==> src/hw/lcbs_pkg.sv <==
`default_nettype none
package lcbs_pkg;

  // ------------------------------------------------------------
  // Register map
  // ------------------------------------------------------------
  localparam int ADDR_W = 12;
  localparam logic [ADDR_W-1:0] SUPPLY_CFG_ADDR = 12'h000;
  localparam logic [ADDR_W-1:0] CTRL_ADDR = 12'h004;
  localparam logic [ADDR_W-1:0] STATUS_ADDR = 12'h008;

  // ------------------------------------------------------------
  // Field positions
  // ------------------------------------------------------------
  localparam int CFG_SEL_LSB = 0;
  localparam int CFG_HREF_BIT = 2;
  localparam int CFG_BYP_BIT = 3;
  localparam int CFG_PUMP_BIT = 4;
  localparam int CFG_REG_BIT = 5;
  localparam int CTRL_DISP_BIT = 0;
  localparam int CTRL_CPEN_BIT = 1;
  localparam int ST_SW1_BIT = 0;
  localparam int ST_SW2_BIT = 1;
  localparam int ST_SW3_BIT = 2;
  localparam int ST_BUF_BIT = 3;
  localparam int ST_BLANK_BIT = 4;
  localparam int ST_SEG_BIT = 5;

  // ------------------------------------------------------------
  // Supply source codes and reset values
  // ------------------------------------------------------------
  localparam logic [1:0] SEL_SW_ONE = 2'h0;
  localparam logic [1:0] SEL_SW_TWO = 2'h1;
  localparam logic [1:0] SEL_SW_THREE = 2'h2;
  localparam logic [1:0] SEL_RESET = SEL_SW_TWO;
  localparam logic [31:0] RDATA_RESET = 32'h0000_0000;

  // ------------------------------------------------------------
  // Blanking after the pump is switched on, in timebase cycles
  // ------------------------------------------------------------
  localparam int BLANK_CYCLES = 16;
  localparam int BLANK_CNT_W = 5;
  localparam logic [BLANK_CNT_W-1:0] BLANK_LOAD = BLANK_CNT_W'(BLANK_CYCLES - 1);
  localparam logic [BLANK_CNT_W-1:0] BLANK_ZERO = '0;

  // Switch vector {one, two, three} for a supply source code
  function automatic logic [2:0] lcbs_decode(input logic [1:0] sel);
    logic [2:0] sw;
    sw = 3'h0;
    if (sel == SEL_SW_ONE) begin
      sw = 3'h4;
    end else if (sel == SEL_SW_TWO) begin
      sw = 3'h2;
    end else if (sel == SEL_SW_THREE) begin
      sw = 3'h1;
    end
    return sw;
  endfunction

endpackage
`default_nettype wire

==> src/hw/lcbs_blank_if.sv <==
`timescale 1ns/1ps
`default_nettype none
interface lcbs_blank_if;
  logic start;
  logic blanking;
  modport ctrl (output start, input blanking);
  modport timer (input start, output blanking);
endinterface
`default_nettype wire

==> src/hw/lcbs_blank_timer.sv <==
`timescale 1ns/1ps
`default_nettype none
module lcbs_blank_timer
  import lcbs_pkg::*;
(
  // Clock and reset
  input wire logic pclk,
  input wire logic presetn,
  // Link to the controller
  lcbs_blank_if.timer bl
);

  typedef struct packed {
    logic [BLANK_CNT_W-1:0] cnt;
    logic blanking;
  } lcbs_timer_st_t;

  lcbs_timer_st_t st_q;
  lcbs_timer_st_t st_d;

  always_comb begin
    st_d = st_q;
    if (bl.start) begin
      // A fresh set restarts the full window
      st_d.cnt = BLANK_LOAD;
      st_d.blanking = 1'b1;
    end else if (st_q.blanking) begin
      if (st_q.cnt == BLANK_ZERO) begin
        st_d.blanking = 1'b0;
      end else begin
        st_d.cnt = st_q.cnt - 1'b1;
      end
    end
  end

  always_ff @(posedge pclk or negedge presetn) begin
    if (!presetn) begin
      st_q <= '0;
    end else begin
      st_q <= st_d;
    end
  end

  assign bl.blanking = st_q.blanking;

  // Cycles since the last start, counting to 16 and then clearing to zero, kept apart from the timer's own count
  logic [BLANK_CNT_W-1:0] age_q;
  always_ff @(posedge pclk or negedge presetn) begin
    if (!presetn) begin
      age_q <= BLANK_ZERO;
    end else if (bl.start) begin
      age_q <= BLANK_CNT_W'(1);
    end else if (age_q == BLANK_CNT_W'(BLANK_CYCLES)) begin
      age_q <= BLANK_ZERO;
    end else if (age_q != BLANK_ZERO) begin
      age_q <= age_q + BLANK_CNT_W'(1);
    end
  end

  property p_blank_window;
    @(posedge pclk) disable iff (!presetn)
    age_q == BLANK_CNT_W'(BLANK_CYCLES) && !bl.start |=> !bl.blanking;
  endproperty
  a_blank_window: assert property (p_blank_window)
    else $error("blanking does not end exactly 16 cycles after start");

  property p_blank_hold;
    @(posedge pclk) disable iff (!presetn)
    bl.start |=> bl.blanking [*8] ##1 bl.blanking [*8];
  endproperty
  a_blank_hold: assert property (p_blank_hold)
    else $error("blanking dropped inside the 16 cycle window");

endmodule
`default_nettype wire

==> src/hw/lcbs_top.sv <==
// Our own choices: the APB register port and the placing of the registers.
`timescale 1ns/1ps
`default_nettype none
module lcbs_top
  import lcbs_pkg::*;
(
  // Clock and reset
  input wire logic pclk,
  input wire logic presetn,
  // APB slave
  input wire logic psel,
  input wire logic penable,
  input wire logic pwrite,
  input wire logic [ADDR_W-1:0] paddr,
  input wire logic [31:0] pwdata,
  output logic [31:0] prdata,
  output logic pready,
  output logic pslverr,
  // Supply switches, buffer, divider, pump, resistor and regulator controls
  output logic supply_switch_one,
  output logic supply_switch_two,
  output logic supply_switch_three,
  output logic buffer_enable,
  output logic divider_two_thirds_close,
  output logic divider_bypass,
  output logic pump_run,
  output logic resistor_bias_run,
  output logic top_level_external,
  output logic regulator_run,
  // Segment and common drivers
  output logic seg_com_enable
);

  // ------------------------------------------------------------
  // State
  // ------------------------------------------------------------
  typedef struct packed {
    logic [1:0] supply_source_select;
    logic high_reference_select;
    logic buffer_bypass;
    logic pump_or_resistor_select;
    logic regulator_enable;
    logic display_enable;
    logic charge_pump_enable;
    logic [2:0] sw;
    logic buf_en;
    logic div_close;
    logic div_byp;
    logic pump;
    logic res;
    logic top_ext;
    logic reg_run;
    logic seg_en;
    logic [31:0] rdata;
    logic slverr;
  } lcbs_top_st_t;

  lcbs_top_st_t st_q;
  lcbs_top_st_t st_d;
  lcbs_blank_if bl ();

  logic wr_acc;
  logic setup;
  logic cpen_set;

  assign setup = psel && !penable;
  assign wr_acc = psel && penable && pwrite;
  assign cpen_set = wr_acc && (paddr == CTRL_ADDR) && pwdata[CTRL_CPEN_BIT]
    && !st_q.charge_pump_enable;
  assign bl.start = cpen_set;

  lcbs_blank_timer u_timer (
    .pclk(pclk),
    .presetn(presetn),
    .bl(bl)
  );

  // ------------------------------------------------------------
  // Next state
  // ------------------------------------------------------------
  always_comb begin
    st_d = st_q;
    if (wr_acc) begin
      if (paddr == SUPPLY_CFG_ADDR) begin
        // Combinations outside the supported set are stored as written
        st_d.supply_source_select = pwdata[CFG_SEL_LSB +: 2];
        st_d.high_reference_select = pwdata[CFG_HREF_BIT];
        st_d.buffer_bypass = pwdata[CFG_BYP_BIT];
        st_d.pump_or_resistor_select = pwdata[CFG_PUMP_BIT];
        st_d.regulator_enable = pwdata[CFG_REG_BIT];
      end else if (paddr == CTRL_ADDR) begin
        st_d.display_enable = pwdata[CTRL_DISP_BIT];
        st_d.charge_pump_enable = pwdata[CTRL_CPEN_BIT];
      end
    end
    // Outputs follow the stored bits one edge later
    st_d.sw = lcbs_decode(st_q.supply_source_select);
    st_d.buf_en = !st_q.buffer_bypass
      && (st_q.supply_source_select == SEL_SW_THREE);
    st_d.div_close = !st_q.high_reference_select;
    st_d.div_byp = st_q.high_reference_select;
    st_d.pump = st_q.pump_or_resistor_select;
    st_d.res = !st_q.pump_or_resistor_select;
    st_d.top_ext = !st_q.pump_or_resistor_select;
    st_d.reg_run = st_q.regulator_enable;
    // Start pulse is included so no enabled cycle slips through
    st_d.seg_en = st_q.display_enable && !bl.blanking && !cpen_set;
    // Read data and error are prepared in the setup phase
    if (setup) begin
      st_d.rdata = RDATA_RESET;
      st_d.slverr = 1'b0;
      if (paddr == SUPPLY_CFG_ADDR) begin
        st_d.rdata[CFG_SEL_LSB +: 2] = st_q.supply_source_select;
        st_d.rdata[CFG_HREF_BIT] = st_q.high_reference_select;
        st_d.rdata[CFG_BYP_BIT] = st_q.buffer_bypass;
        st_d.rdata[CFG_PUMP_BIT] = st_q.pump_or_resistor_select;
        st_d.rdata[CFG_REG_BIT] = st_q.regulator_enable;
      end else if (paddr == CTRL_ADDR) begin
        st_d.rdata[CTRL_DISP_BIT] = st_q.display_enable;
        st_d.rdata[CTRL_CPEN_BIT] = st_q.charge_pump_enable;
      end else if (paddr == STATUS_ADDR) begin
        st_d.rdata[ST_SW1_BIT] = st_q.sw[2];
        st_d.rdata[ST_SW2_BIT] = st_q.sw[1];
        st_d.rdata[ST_SW3_BIT] = st_q.sw[0];
        st_d.rdata[ST_BUF_BIT] = st_q.buf_en;
        st_d.rdata[ST_BLANK_BIT] = bl.blanking;
        st_d.rdata[ST_SEG_BIT] = st_q.seg_en;
      end else begin
        st_d.slverr = 1'b1;
      end
    end
  end

  always_ff @(posedge pclk or negedge presetn) begin
    if (!presetn) begin
      st_q <= '0;
      st_q.supply_source_select <= SEL_RESET;
      st_q.sw <= lcbs_decode(SEL_RESET);
      st_q.div_close <= 1'b1;
      st_q.res <= 1'b1;
      st_q.top_ext <= 1'b1;
    end else begin
      st_q <= st_d;
    end
  end

  // ------------------------------------------------------------
  // Outputs
  // ------------------------------------------------------------
  // Zero wait states keep the slave simple; nothing here needs to stall
  assign pready = 1'b1;
  assign prdata = st_q.rdata;
  assign pslverr = st_q.slverr;
  assign supply_switch_one = st_q.sw[2];
  assign supply_switch_two = st_q.sw[1];
  assign supply_switch_three = st_q.sw[0];
  assign buffer_enable = st_q.buf_en;
  assign divider_two_thirds_close = st_q.div_close;
  assign divider_bypass = st_q.div_byp;
  assign pump_run = st_q.pump;
  assign resistor_bias_run = st_q.res;
  assign top_level_external = st_q.top_ext;
  assign regulator_run = st_q.reg_run;
  assign seg_com_enable = st_q.seg_en;

  // ------------------------------------------------------------
  // Checks
  // ------------------------------------------------------------
  logic after_rst_q;
  always_ff @(posedge pclk or negedge presetn) begin
    if (!presetn) begin
      after_rst_q <= 1'b0;
    end else begin
      after_rst_q <= 1'b1;
    end
  end

  property p_sel_decode;
    @(posedge pclk) disable iff (!presetn)
    1'b1 |=> {supply_switch_one, supply_switch_two, supply_switch_three}
      == lcbs_decode($past(st_q.supply_source_select));
  endproperty
  a_sel_decode: assert property (p_sel_decode)
    else $error("switch outputs do not match the supply source code");

  property p_reset_value;
    @(posedge pclk) disable iff (!presetn)
    !after_rst_q |-> st_q.supply_source_select == SEL_RESET
      && supply_switch_two && !supply_switch_one && !supply_switch_three;
  endproperty
  a_reset_value: assert property (p_reset_value)
    else $error("reset supply source is not switch two");

  property p_buffer;
    @(posedge pclk) disable iff (!presetn)
    buffer_enable |-> supply_switch_three && !$past(st_q.buffer_bypass);
  endproperty
  a_buffer: assert property (p_buffer)
    else $error("buffer enabled while bypassed or switch three off");

  property p_blank_outputs;
    @(posedge pclk) disable iff (!presetn)
    bl.start |=> !seg_com_enable [*8] ##1 !seg_com_enable [*8];
  endproperty
  a_blank_outputs: assert property (p_blank_outputs)
    else $error("segment outputs enabled during pump start window");

  property p_divider_close;
    @(posedge pclk) disable iff (!presetn)
    !st_q.high_reference_select |=> divider_two_thirds_close && !divider_bypass;
  endproperty
  a_divider_close: assert property (p_divider_close)
    else $error("two-thirds divider not closed for high reference 0");

  property p_divider_bypass;
    @(posedge pclk) disable iff (!presetn)
    st_q.high_reference_select |=> divider_bypass && !divider_two_thirds_close;
  endproperty
  a_divider_bypass: assert property (p_divider_bypass)
    else $error("divider not bypassed for high reference 1");

  property p_pump;
    @(posedge pclk) disable iff (!presetn)
    st_q.pump_or_resistor_select |=> pump_run && !resistor_bias_run;
  endproperty
  a_pump: assert property (p_pump)
    else $error("charge pump not selected");

  property p_resistor;
    @(posedge pclk) disable iff (!presetn)
    !st_q.pump_or_resistor_select |=> resistor_bias_run && top_level_external
      && !pump_run;
  endproperty
  a_resistor: assert property (p_resistor)
    else $error("resistor network not selected");

  property p_registered;
    @(posedge pclk) disable iff (!presetn)
    $changed(st_q.supply_source_select) |->
      {supply_switch_one, supply_switch_two, supply_switch_three}
      == lcbs_decode($past(st_q.supply_source_select)) ##1
      {supply_switch_one, supply_switch_two, supply_switch_three}
      == lcbs_decode($past(st_q.supply_source_select));
  endproperty
  a_registered: assert property (p_registered)
    else $error("switches did not follow a selector change one cycle later");

endmodule
`default_nettype wire

==> config.mk <==
export PLATFORM = sky130hd
export DESIGN_NAME = lcbs_top
export DESIGN_NICKNAME = d
export VERILOG_FILES = /design/src/hw/lcbs_pkg.sv /design/src/hw/lcbs_blank_if.sv /design/src/hw/lcbs_blank_timer.sv /design/src/hw/lcbs_top.sv
export SDC_FILE = /design/constraint.sdc
export NUM_CORES = 1
export LEC_CHECK = 0
export BUFFER_PORTS_ARGS = -buffer_cell sky130_fd_sc_hd__buf_2
export CAP_MARGIN = 25
export CORE_ASPECT_RATIO = 0.7
export CORE_UTILIZATION = 30
export DETAILED_ROUTE_END_ITERATION = 8
export PLACE_DENSITY = 0.56
export RECOVER_POWER = 50
export SYNTH_ARGS = -nofsm -noshare
export SYNTH_HDL_FRONTEND = slang
export SYNTH_HIERARCHICAL = 1
export SYNTH_SLANG_ARGS = --single-unit
export TNS_END_PERCENT = 10
==> constraint.sdc <==
create_clock -name pclk -period 1.5 [get_ports pclk]
set_input_delay 0.075 -clock pclk [delete_from_list [all_inputs] [get_ports pclk]]
set_output_delay 0.075 -clock pclk [all_outputs]
set_load 0.01 [all_outputs]
# Word level (Yosys, flattened, before mapping)
# Index checks and enable logic that the tools add are counted.
[word_totals]
register_bits = 31
in_bits = 49
out_inout_bits = 45
wordCells = 63
[classes]
addsub = 1
eq_ne = 5
muxes = 14
n_bitwise = 1
n_reduce_logical = 23
[ops]
columns = ["op", "n"]
rows = [
  ["2-to-1 mux 6 bit", 4],
  ["== test 12 x 3 -> 1 bit, second input constant", 1],
  ["== test 12 x 4 -> 1 bit, second input constant", 1],
  ["zero test 12 bit", 1],
  ["logical AND 1 bit", 9],
  ["zero test 1 bit", 7],
  ["zero test 5 bit", 1],
  ["2-to-1 mux 1 bit", 5],
  ["2-to-1 mux 5 bit", 1],
  ["subtractor 5 x 1 -> 5 bit, second input constant", 1],
  ["2-to-1 mux 2 bit", 2],
  ["2-to-1 mux 4 bit", 1],
  ["AND reduction 2 bit", 2],
  ["2-to-1 mux 3 bit", 1],
  ["AND reduction 3 bit", 1],
  ["== test 2 x 1 -> 1 bit, second input constant", 1],
  ["== test 2 bit, second input constant", 1],
  ["zero test 2 bit", 1],
  ["!= test 2 bit, second input constant", 1],
  ["nonzero test 2 bit", 1],
  ["inverter 1 bit", 1],
]

# Logic depth before layout (Yosys ltp)
# Gate-level depths: netlist of run 1.
[depth]
depth_word = 7
mapped_depth = 5
ltp_nobuf = 5

# Cells and area by module
# The synthesis of run 1 kept the hierarchy.
[modules_own_cells]
columns = ["mod", "n_inst", "cells_per_inst", "area_each_um2"]
rows = [
  ["lcbs_top", 1, 120, 1310.0],
  ["lcbs_blank_timer", 1, 27, 287.8],
]

# Least setup slack after synthesis of run 1
# OpenSTA, ideal clock, no wires.
[synth_timing]
path_type = "input to register"
start = "input paddr[11]"
end = "register st_q (netlist bit st_d[34])"
setup_ns = 0.125
t_arrival_ns = 1.335
required_ns = 1.375
setup_slack_ns = 0.040
cell_stages = 4
path_buffers = 0
cell_sequence = "nor4_1 and3_2 nor4b_4 mux2_2"
[synth_via]
elab_chain_cells = 2
[synth_rtl]
columns = ["element", "line", "rtl"]
rows = [
  ["start: declaration", "lcbs_top.sv:14", "input wire logic [ADDR_W-1:0] paddr,"],
  ["zero test 12 bit", "lcbs_top.sv:84", "if (paddr == SUPPLY_CFG_ADDR) begin"],
  ["AND reduction 2 bit (no source line)", "n/a", ""],
  ["end signal: assignment", "lcbs_top.sv:143", "st_q <= st_d;"],
  ["end: declaration", "lcbs_top.sv:58", "lcbs_top_st_t st_q;"],
]
# No other way between the ends.
# A chain may end at the register's enable or synchronous reset.

# Worst setup path after layout of run 1
[layout_timing]
start = "register u_timer/st_q[1] (netlist bit)"
end = "register u_timer/st_q[1] (netlist bit)"
[layout_via]
elab_chain_cells = 4
[layout_rtl]
columns = ["element", "line", "rtl"]
rows = [
  ["start: declaration", "lcbs_blank_timer.sv:18", "lcbs_timer_st_t st_q;"],
  ["start signal: assignment", "lcbs_blank_timer.sv:40", "st_q <= st_d;"],
  ["subtractor 5 x 1 -> 5 bit", "lcbs_blank_timer.sv:31", "st_d.cnt = st_q.cnt - 1'b1;"],
  ["2-to-1 mux 5 bit", "lcbs_blank_timer.sv:28", "if (st_q.cnt == BLANK_ZERO) begin"],
  ["2-to-1 mux 6 bit", "lcbs_blank_timer.sv:27", "end else if (st_q.blanking) begin"],
  ["2-to-1 mux 6 bit", "lcbs_blank_timer.sv:23", "if (bl.start) begin"],
]
# Parallel ways exist; a longest one is shown, timed or not. The select of a mux whose other input is x is not followed.

==> out/metrics.csv, run 1 <==
metric;value;unit
# diodes;0;
layout cells sized above 1;29.69;%
element type at the critical path end;register;
drt drc;0;
synthesized instance count;147;
Clock Path Buffers;2;
Area growth, synth to finish;18.56;%
cell taking the most area after synthesis;dfrtp_1;
Gate power share;7.1;%
critical path class;reg2reg;
Reg2Reg Depth;5;
Max Cap Viol;0;
Min-Delay Endpoint;st_d[34];
Die W;89.23;um
EDFF count, synth;0;
hold_sp;pwdata[5];
final core occ;38.35;%
num ports;94;
worst r2r dst;u_timer/st_q[1];
CTS tree;yes;
maximum vdd drop;484.4;uV
Total Routing Usage GR;11.79;%
reg2reg setup slack;0.09;ns
#FFs+latches synth;31;
DP Worst Slack;-0.1236;ns
clock root buffer;clkbuf_8;
Critical Path RT;1.70;ns
Die H;63.06;um
most frequent cell after synthesis;buf_4;
Hold Path Stages;2;
Post-CTS Setup Bufs;0;
mapped cell area;1598;sq um
relative slew slack;49.08;%
via-per-instance ratio;4.050;
initial antenna violation count;0;
CTS H-Tree Depth;2;
Sw Ratio;22.50;%
Starting DRT DRC Count;39;
Synth Flop Type;dfrtp_1;
Power Dens Cells;970.2;nW/um^2
Die Area;5627;sq um
Core Footprint;4940;sq um
global route overflow;0;
area share of the largest cell type after synthesis;42.29;%
vias in the first global route;979;
final setup vio count;0;
final-report hold violation count;0;
Seq pwr share;46.1;%
type of origin of the critical path;register;
Post-Syn Area per Cell;10.87;sq um
final period utilization;94.17;%
Tmin final;1.413;ns
ranking of synthesized cells by area;dfrtp_1 42%, buf_4 16%, dfstp_2 6.6%;
Crit Path Max Fanout;4;
Final #Nets;241;
count of cell types in the netlist;33;
Reg clk slew, reported paths;0.06;ns
Critical R2R Launch;u_timer/st_q[1];
Initial Util;32.35;%
largest net degree at the start of global routing;32;
input/output buffers;40;
DP HPWL;2212;um
number of placed instances, taps included;252;
DR pass1 iterations;4;
Clk pwr share;46.7;%
CTS Buf Count;5;
outcome;finished, final reports clean;
total wire length;3130;um
top cells by count, synth;34 x buf_4, 27 x dfrtp_1, 8 x mux2_2, 8 x nor2_1;
final non-filler cell total;261;
WHS;0.02507;ns
Worst Skew;0.009966;ns
actual slew at the worst max-slew pin;0.7638;ns
post-DR wirelength/cell;11.99;um
vias;1057;
hold crit path type;in2reg;
clk sinks;31;
leak pwr;0.9467;nW
post-route ant nets;0;
internal power;1.424;mW
first-pass GRT wire length;4809;um
GPL Wtd Cong;0.7226;
Clk Latency, worst-skew pair;0.29;ns
sequential element share of the synthesized area;48.86;%
Std-Cell Rows;21;
NetSw;0.4135;mW
fmax;708.0;MHz
Syn. warnings;6;
Slew Viols, Final;0;
Synth async-reset ratio;100.0;%
Setup WS post-layout;0.08749;ns
Crit path arrival time;1.62;ns
==> critical path: stages, from the launching register on <==
cell and delay [ns]:
dfrtp_1 0.40, inv_1 0.09, ha_1 0.20, nor4b_4 0.23
nand2b_2 0.22, mux2i_1 0.20
==> power by group through the flow <==
stage	Combinational (mW)	Sequential, mW	Clock (mW)
global route	0.150	0.849	0.919
finish	0.131	0.848	0.858
floorplan	0.128	0.863	0
global placement	0.132	0.863	0
CTS	0.134	0.848	0.888
detailed placement	0.131	0.863	0
==> area by class of cell <==
type                    count  area, sq um
multi-input cells          99        641.9
well taps                  69        86.33
clock inverters             2        35.03
fillers                   535         3045
repair buffers             49        249.0
clock buffers               6        82.58
inverters                   5        18.77
flip-flops and latches     31        780.7
==> layer usage <==
| layer | global-route usage, % | vias up | share of wire [%] |
|---|---|---|---|
| li1 | - | 526 | - |
| met1 | 16.86 | 489 | 51 |
| met2 | 16.13 | 39 | 41 |
| met3 | 4.718 | 3 | 6.6 |
| met4 | 3.571 | 0 | 0.86 |
| met5 | 0 | - | 0 |
==> state kept, by name, indices dropped and copies added, names as in the netlist <==
signal	cells
prdata	6
supply_switch_three	1
u_timer/st_q	5
st_q	5
pump_run	1
supply_switch_one	1
pslverr	1
supply_switch_two	1
regulator_run	1
divider_two_thirds_close	1
st_d	3
divider_bypass	1
seg_com_enable	1
u_timer/bl.blanking	1
top_level_external	1
buffer_enable	1
==> metrics by stage <==
| stage | instance area [sq um] | power [mW] | setup TNS (ns) |
|---|---|---|---|
| final | 1894 | 1.838 | 0 |
| after global routing | 1894 | 1.918 | -0.01146 |
| after CTS | 1907 | 1.869 | 0 |
| after detailed placement | 1770 | 0.9947 | -0.7982 |
| after global placement | 1770 | 0.9946 | -0.4264 |
| after floorplan | 1692 | 0.9911 | 0 |
==> cell families (layout without fill, tap and decap cells) <==
| logic type | count (synthesis) | count (layout) | synth area share [%] |
|---|---|---|---|
| compound gates | 13 | 13 | 5.638 |
| fa+ha+maj | 1 | 1 | 0.7830 |
| buf+inv | 42 | 62 | 17.93 |
| flops | 31 | 31 | 48.86 |
| mux | 14 | 14 | 9.397 |
| other cells | 2 | 27 | 0.4700 |
| simple gates | 44 | 44 | 16.91 |
==> worst max-delay path by stage <==
stage | startpoint | end | slack (ns)
3_3_place_gp | paddr[11] | st_q[51] | -0.07
2_1_floorplan | paddr[11] | st_d[34] | 0.04
6_report | u_timer/st_q[1] | u_timer/st_q[1] | 0.09
4_1_cts | u_timer/st_q[1] | u_timer/st_q[1] | 0.09
5_1_grt | u_timer/st_q[1] | u_timer/st_q[2] | -0.009
3_5_place_dp | paddr[11] | st_d[37] | -0.12
==> placed cells by master, fill, tap and decap left out, drive strengths merged, types with 5 or more instances in the layout <==
cell	instances
buf	32
clkbuf	22
conb	27
dfrtp	27
inv	5
mux2	8
mux2i	6
nand2	7
nand2b	7
nor2	8
nor2b	5
==> repair_timing <==
action / 4_1_cts / 5_1_grt
hold buffers: 1 / 0
setup endpoints to repair: 3 / 2
resized for setup: 2 / 1
hold endpoints to repair: 27 / 0
Power figures use the tool's default switching activity.
==> run 2, diff against run 1 <==
Settings changed: CORE_ASPECT_RATIO 0.7 to not set, CORE_UTILIZATION 30 to 43, PLACE_DENSITY 0.56 to 0.76.
==> out/metrics.csv, run 2 (synthesis gave the netlist of run 1 again) <==
metric;value;unit
final core occ;52.38;%
total wire length;2611;um
Tmin final;1.394;ns
post-route ant nets;0;
Max Cap Viol;0;
CP max stage cell;or4b_4;
Initial Util;46.42;%
layout cells sized above 1;27.27;%
GPL Wtd Cong;0.7569;
leak pwr;0.9168;nW
Slew Viols, Final;0;
post-DR wirelength/cell;11.21;um
Total Routing Usage GR;15.64;%
fmax;717.6;MHz
max FFs per register;6;
input/output buffers;40;
final non-filler cell total;233;
actual slew at the worst max-slew pin;0.7414;ns
Worst path max stage delay;0.51;ns
initial antenna violation count;0;
DP HPWL;2005;um
Starting DRT DRC Count;48;
largest net degree at the start of global routing;32;
placed instance area;1712;sq um
Tot Pwr;1.563;mW
Reg2Reg Depth;2;
hold crit path type;in2reg;
CTS Buf Count;5;
Clock Path Buffers;2;
maximum vdd drop;313.4;uV
drt drc;0;
critical path depth;2;
vias;1064;
Std-Cell Rows;21;
Clk Latency, worst-skew pair;0.28;ns
critical path's top delay family;simple AND/OR/NAND/NOR gates;
Power Dens Cells;866.7;nW/um^2
Crit Path Max Fanout;5;
CP Buf/Inv Count;0;
via-per-instance ratio;4.567;
global route overflow;0;
critical path class;reg2reg;
most frequent cells in the layout;27 x conb_1, 27 x dfrtp_1, 25 x buf_2, 16 x clkbuf_1;
Worst Skew;0.008157;ns
clk sinks;31;
Die W;62.96;um
Final #Nets;237;
num ports;94;
Area growth, synth to finish;12.84;%
CTS tree;yes;
DR pass1 iterations;4;
relative slew slack;50.57;%
worst path cell trace;or4b_4 -> a211o_1;
Reg clk slew, reported paths;0.06;ns
number of placed instances, taps included;225;
# diodes;0;
Die H;62.96;um
post-route cell area;1803;sq um
Crit path arrival time;1.55;ns
first-pass GRT wire length;4740;um
CTS H-Tree Depth;2;
final setup vio count;0;
type of origin of the critical path;register;
element type at the critical path end;register;
outcome;finished, final reports clean;
Die Area;3963;sq um
vias in the first global route;1094;
Core Footprint;3442;sq um
clock root buffer;clkbuf_8;
final-report hold violation count;0;
Hold Path Stages;2;
final period utilization;92.90;%
Critical Path RT;1.66;ns
run 2: final timing paths:
path	start	end	slack, ns
setup / recovery	u_timer/st_q[3]	u_timer/st_q[4]	0.11
hold / removal	pwdata[2]	st_d[38]	0.03
setup reg to reg	u_timer/st_q[3]	u_timer/st_q[4]	0.11
hold reg to reg	st_d[34]	regulator_run	0.42
max in group asynchronous	presetn	regulator_run	0.63
min in group asynchronous	presetn	st_q[48]	0.39
run 2: timing repair:
| action | 4_1_cts | 5_1_grt |
|---|---|---|
| setup buffers | 0 | 0 |
| endpoints found under the hold margin | 27 | 0 |
| hold buffers | 1 | 0 |
| gates resized for setup | 1 | 3 |
| endpoints found under the setup margin | 1 | 4 |
run 2: through the flow:
step           hold slack [ns]  setup TNS (ns)  setup WS (ns)
2_1_floorplan          -0.2206               0        0.04025
3_3_place_gp            0.1422         -0.3923       -0.07446
3_5_place_dp            0.1557         -0.5728       -0.09774
4_1_cts                0.02280               0        0.03347
6_report               0.03045               0         0.1065
5_1_grt                0.02341        -0.01151       -0.01151
run 2: cell type report:
cell class / count / area [sq um]
Fill cell: 319 / 1639
Sequential cell: 31 / 780.7
Multi-Input combinational cell: 99 / 646.9
Timing Repair Buffer: 45 / 222.7
Clock buffer: 7 / 76.32
Tap cell: 46 / 57.56
Inverter: 5 / 18.77
run 2: worst reg2reg max path, cell delays in order, from the launching register on:
cell and delay [ns]:
dfrtp_1 0.45, or4b_4 0.51, a211o_1 0.31
run 2: power by group:
part	total (mW)	internal, mW	switching [mW]
sequential	0.848	0.844	0.00394
combinational	0.125	0.0405	0.0846
clock	0.589	0.318	0.271
total	1.56	1.20	0.359
run 2: metal layers:
layer	wire length (um)	track usage [%]	share of wire, %
met2	1377	27.55	53
met1	1063	16.71	41
met5	0	0	0
met4	49	8.430	1.9
met3	121	4.380	4.6
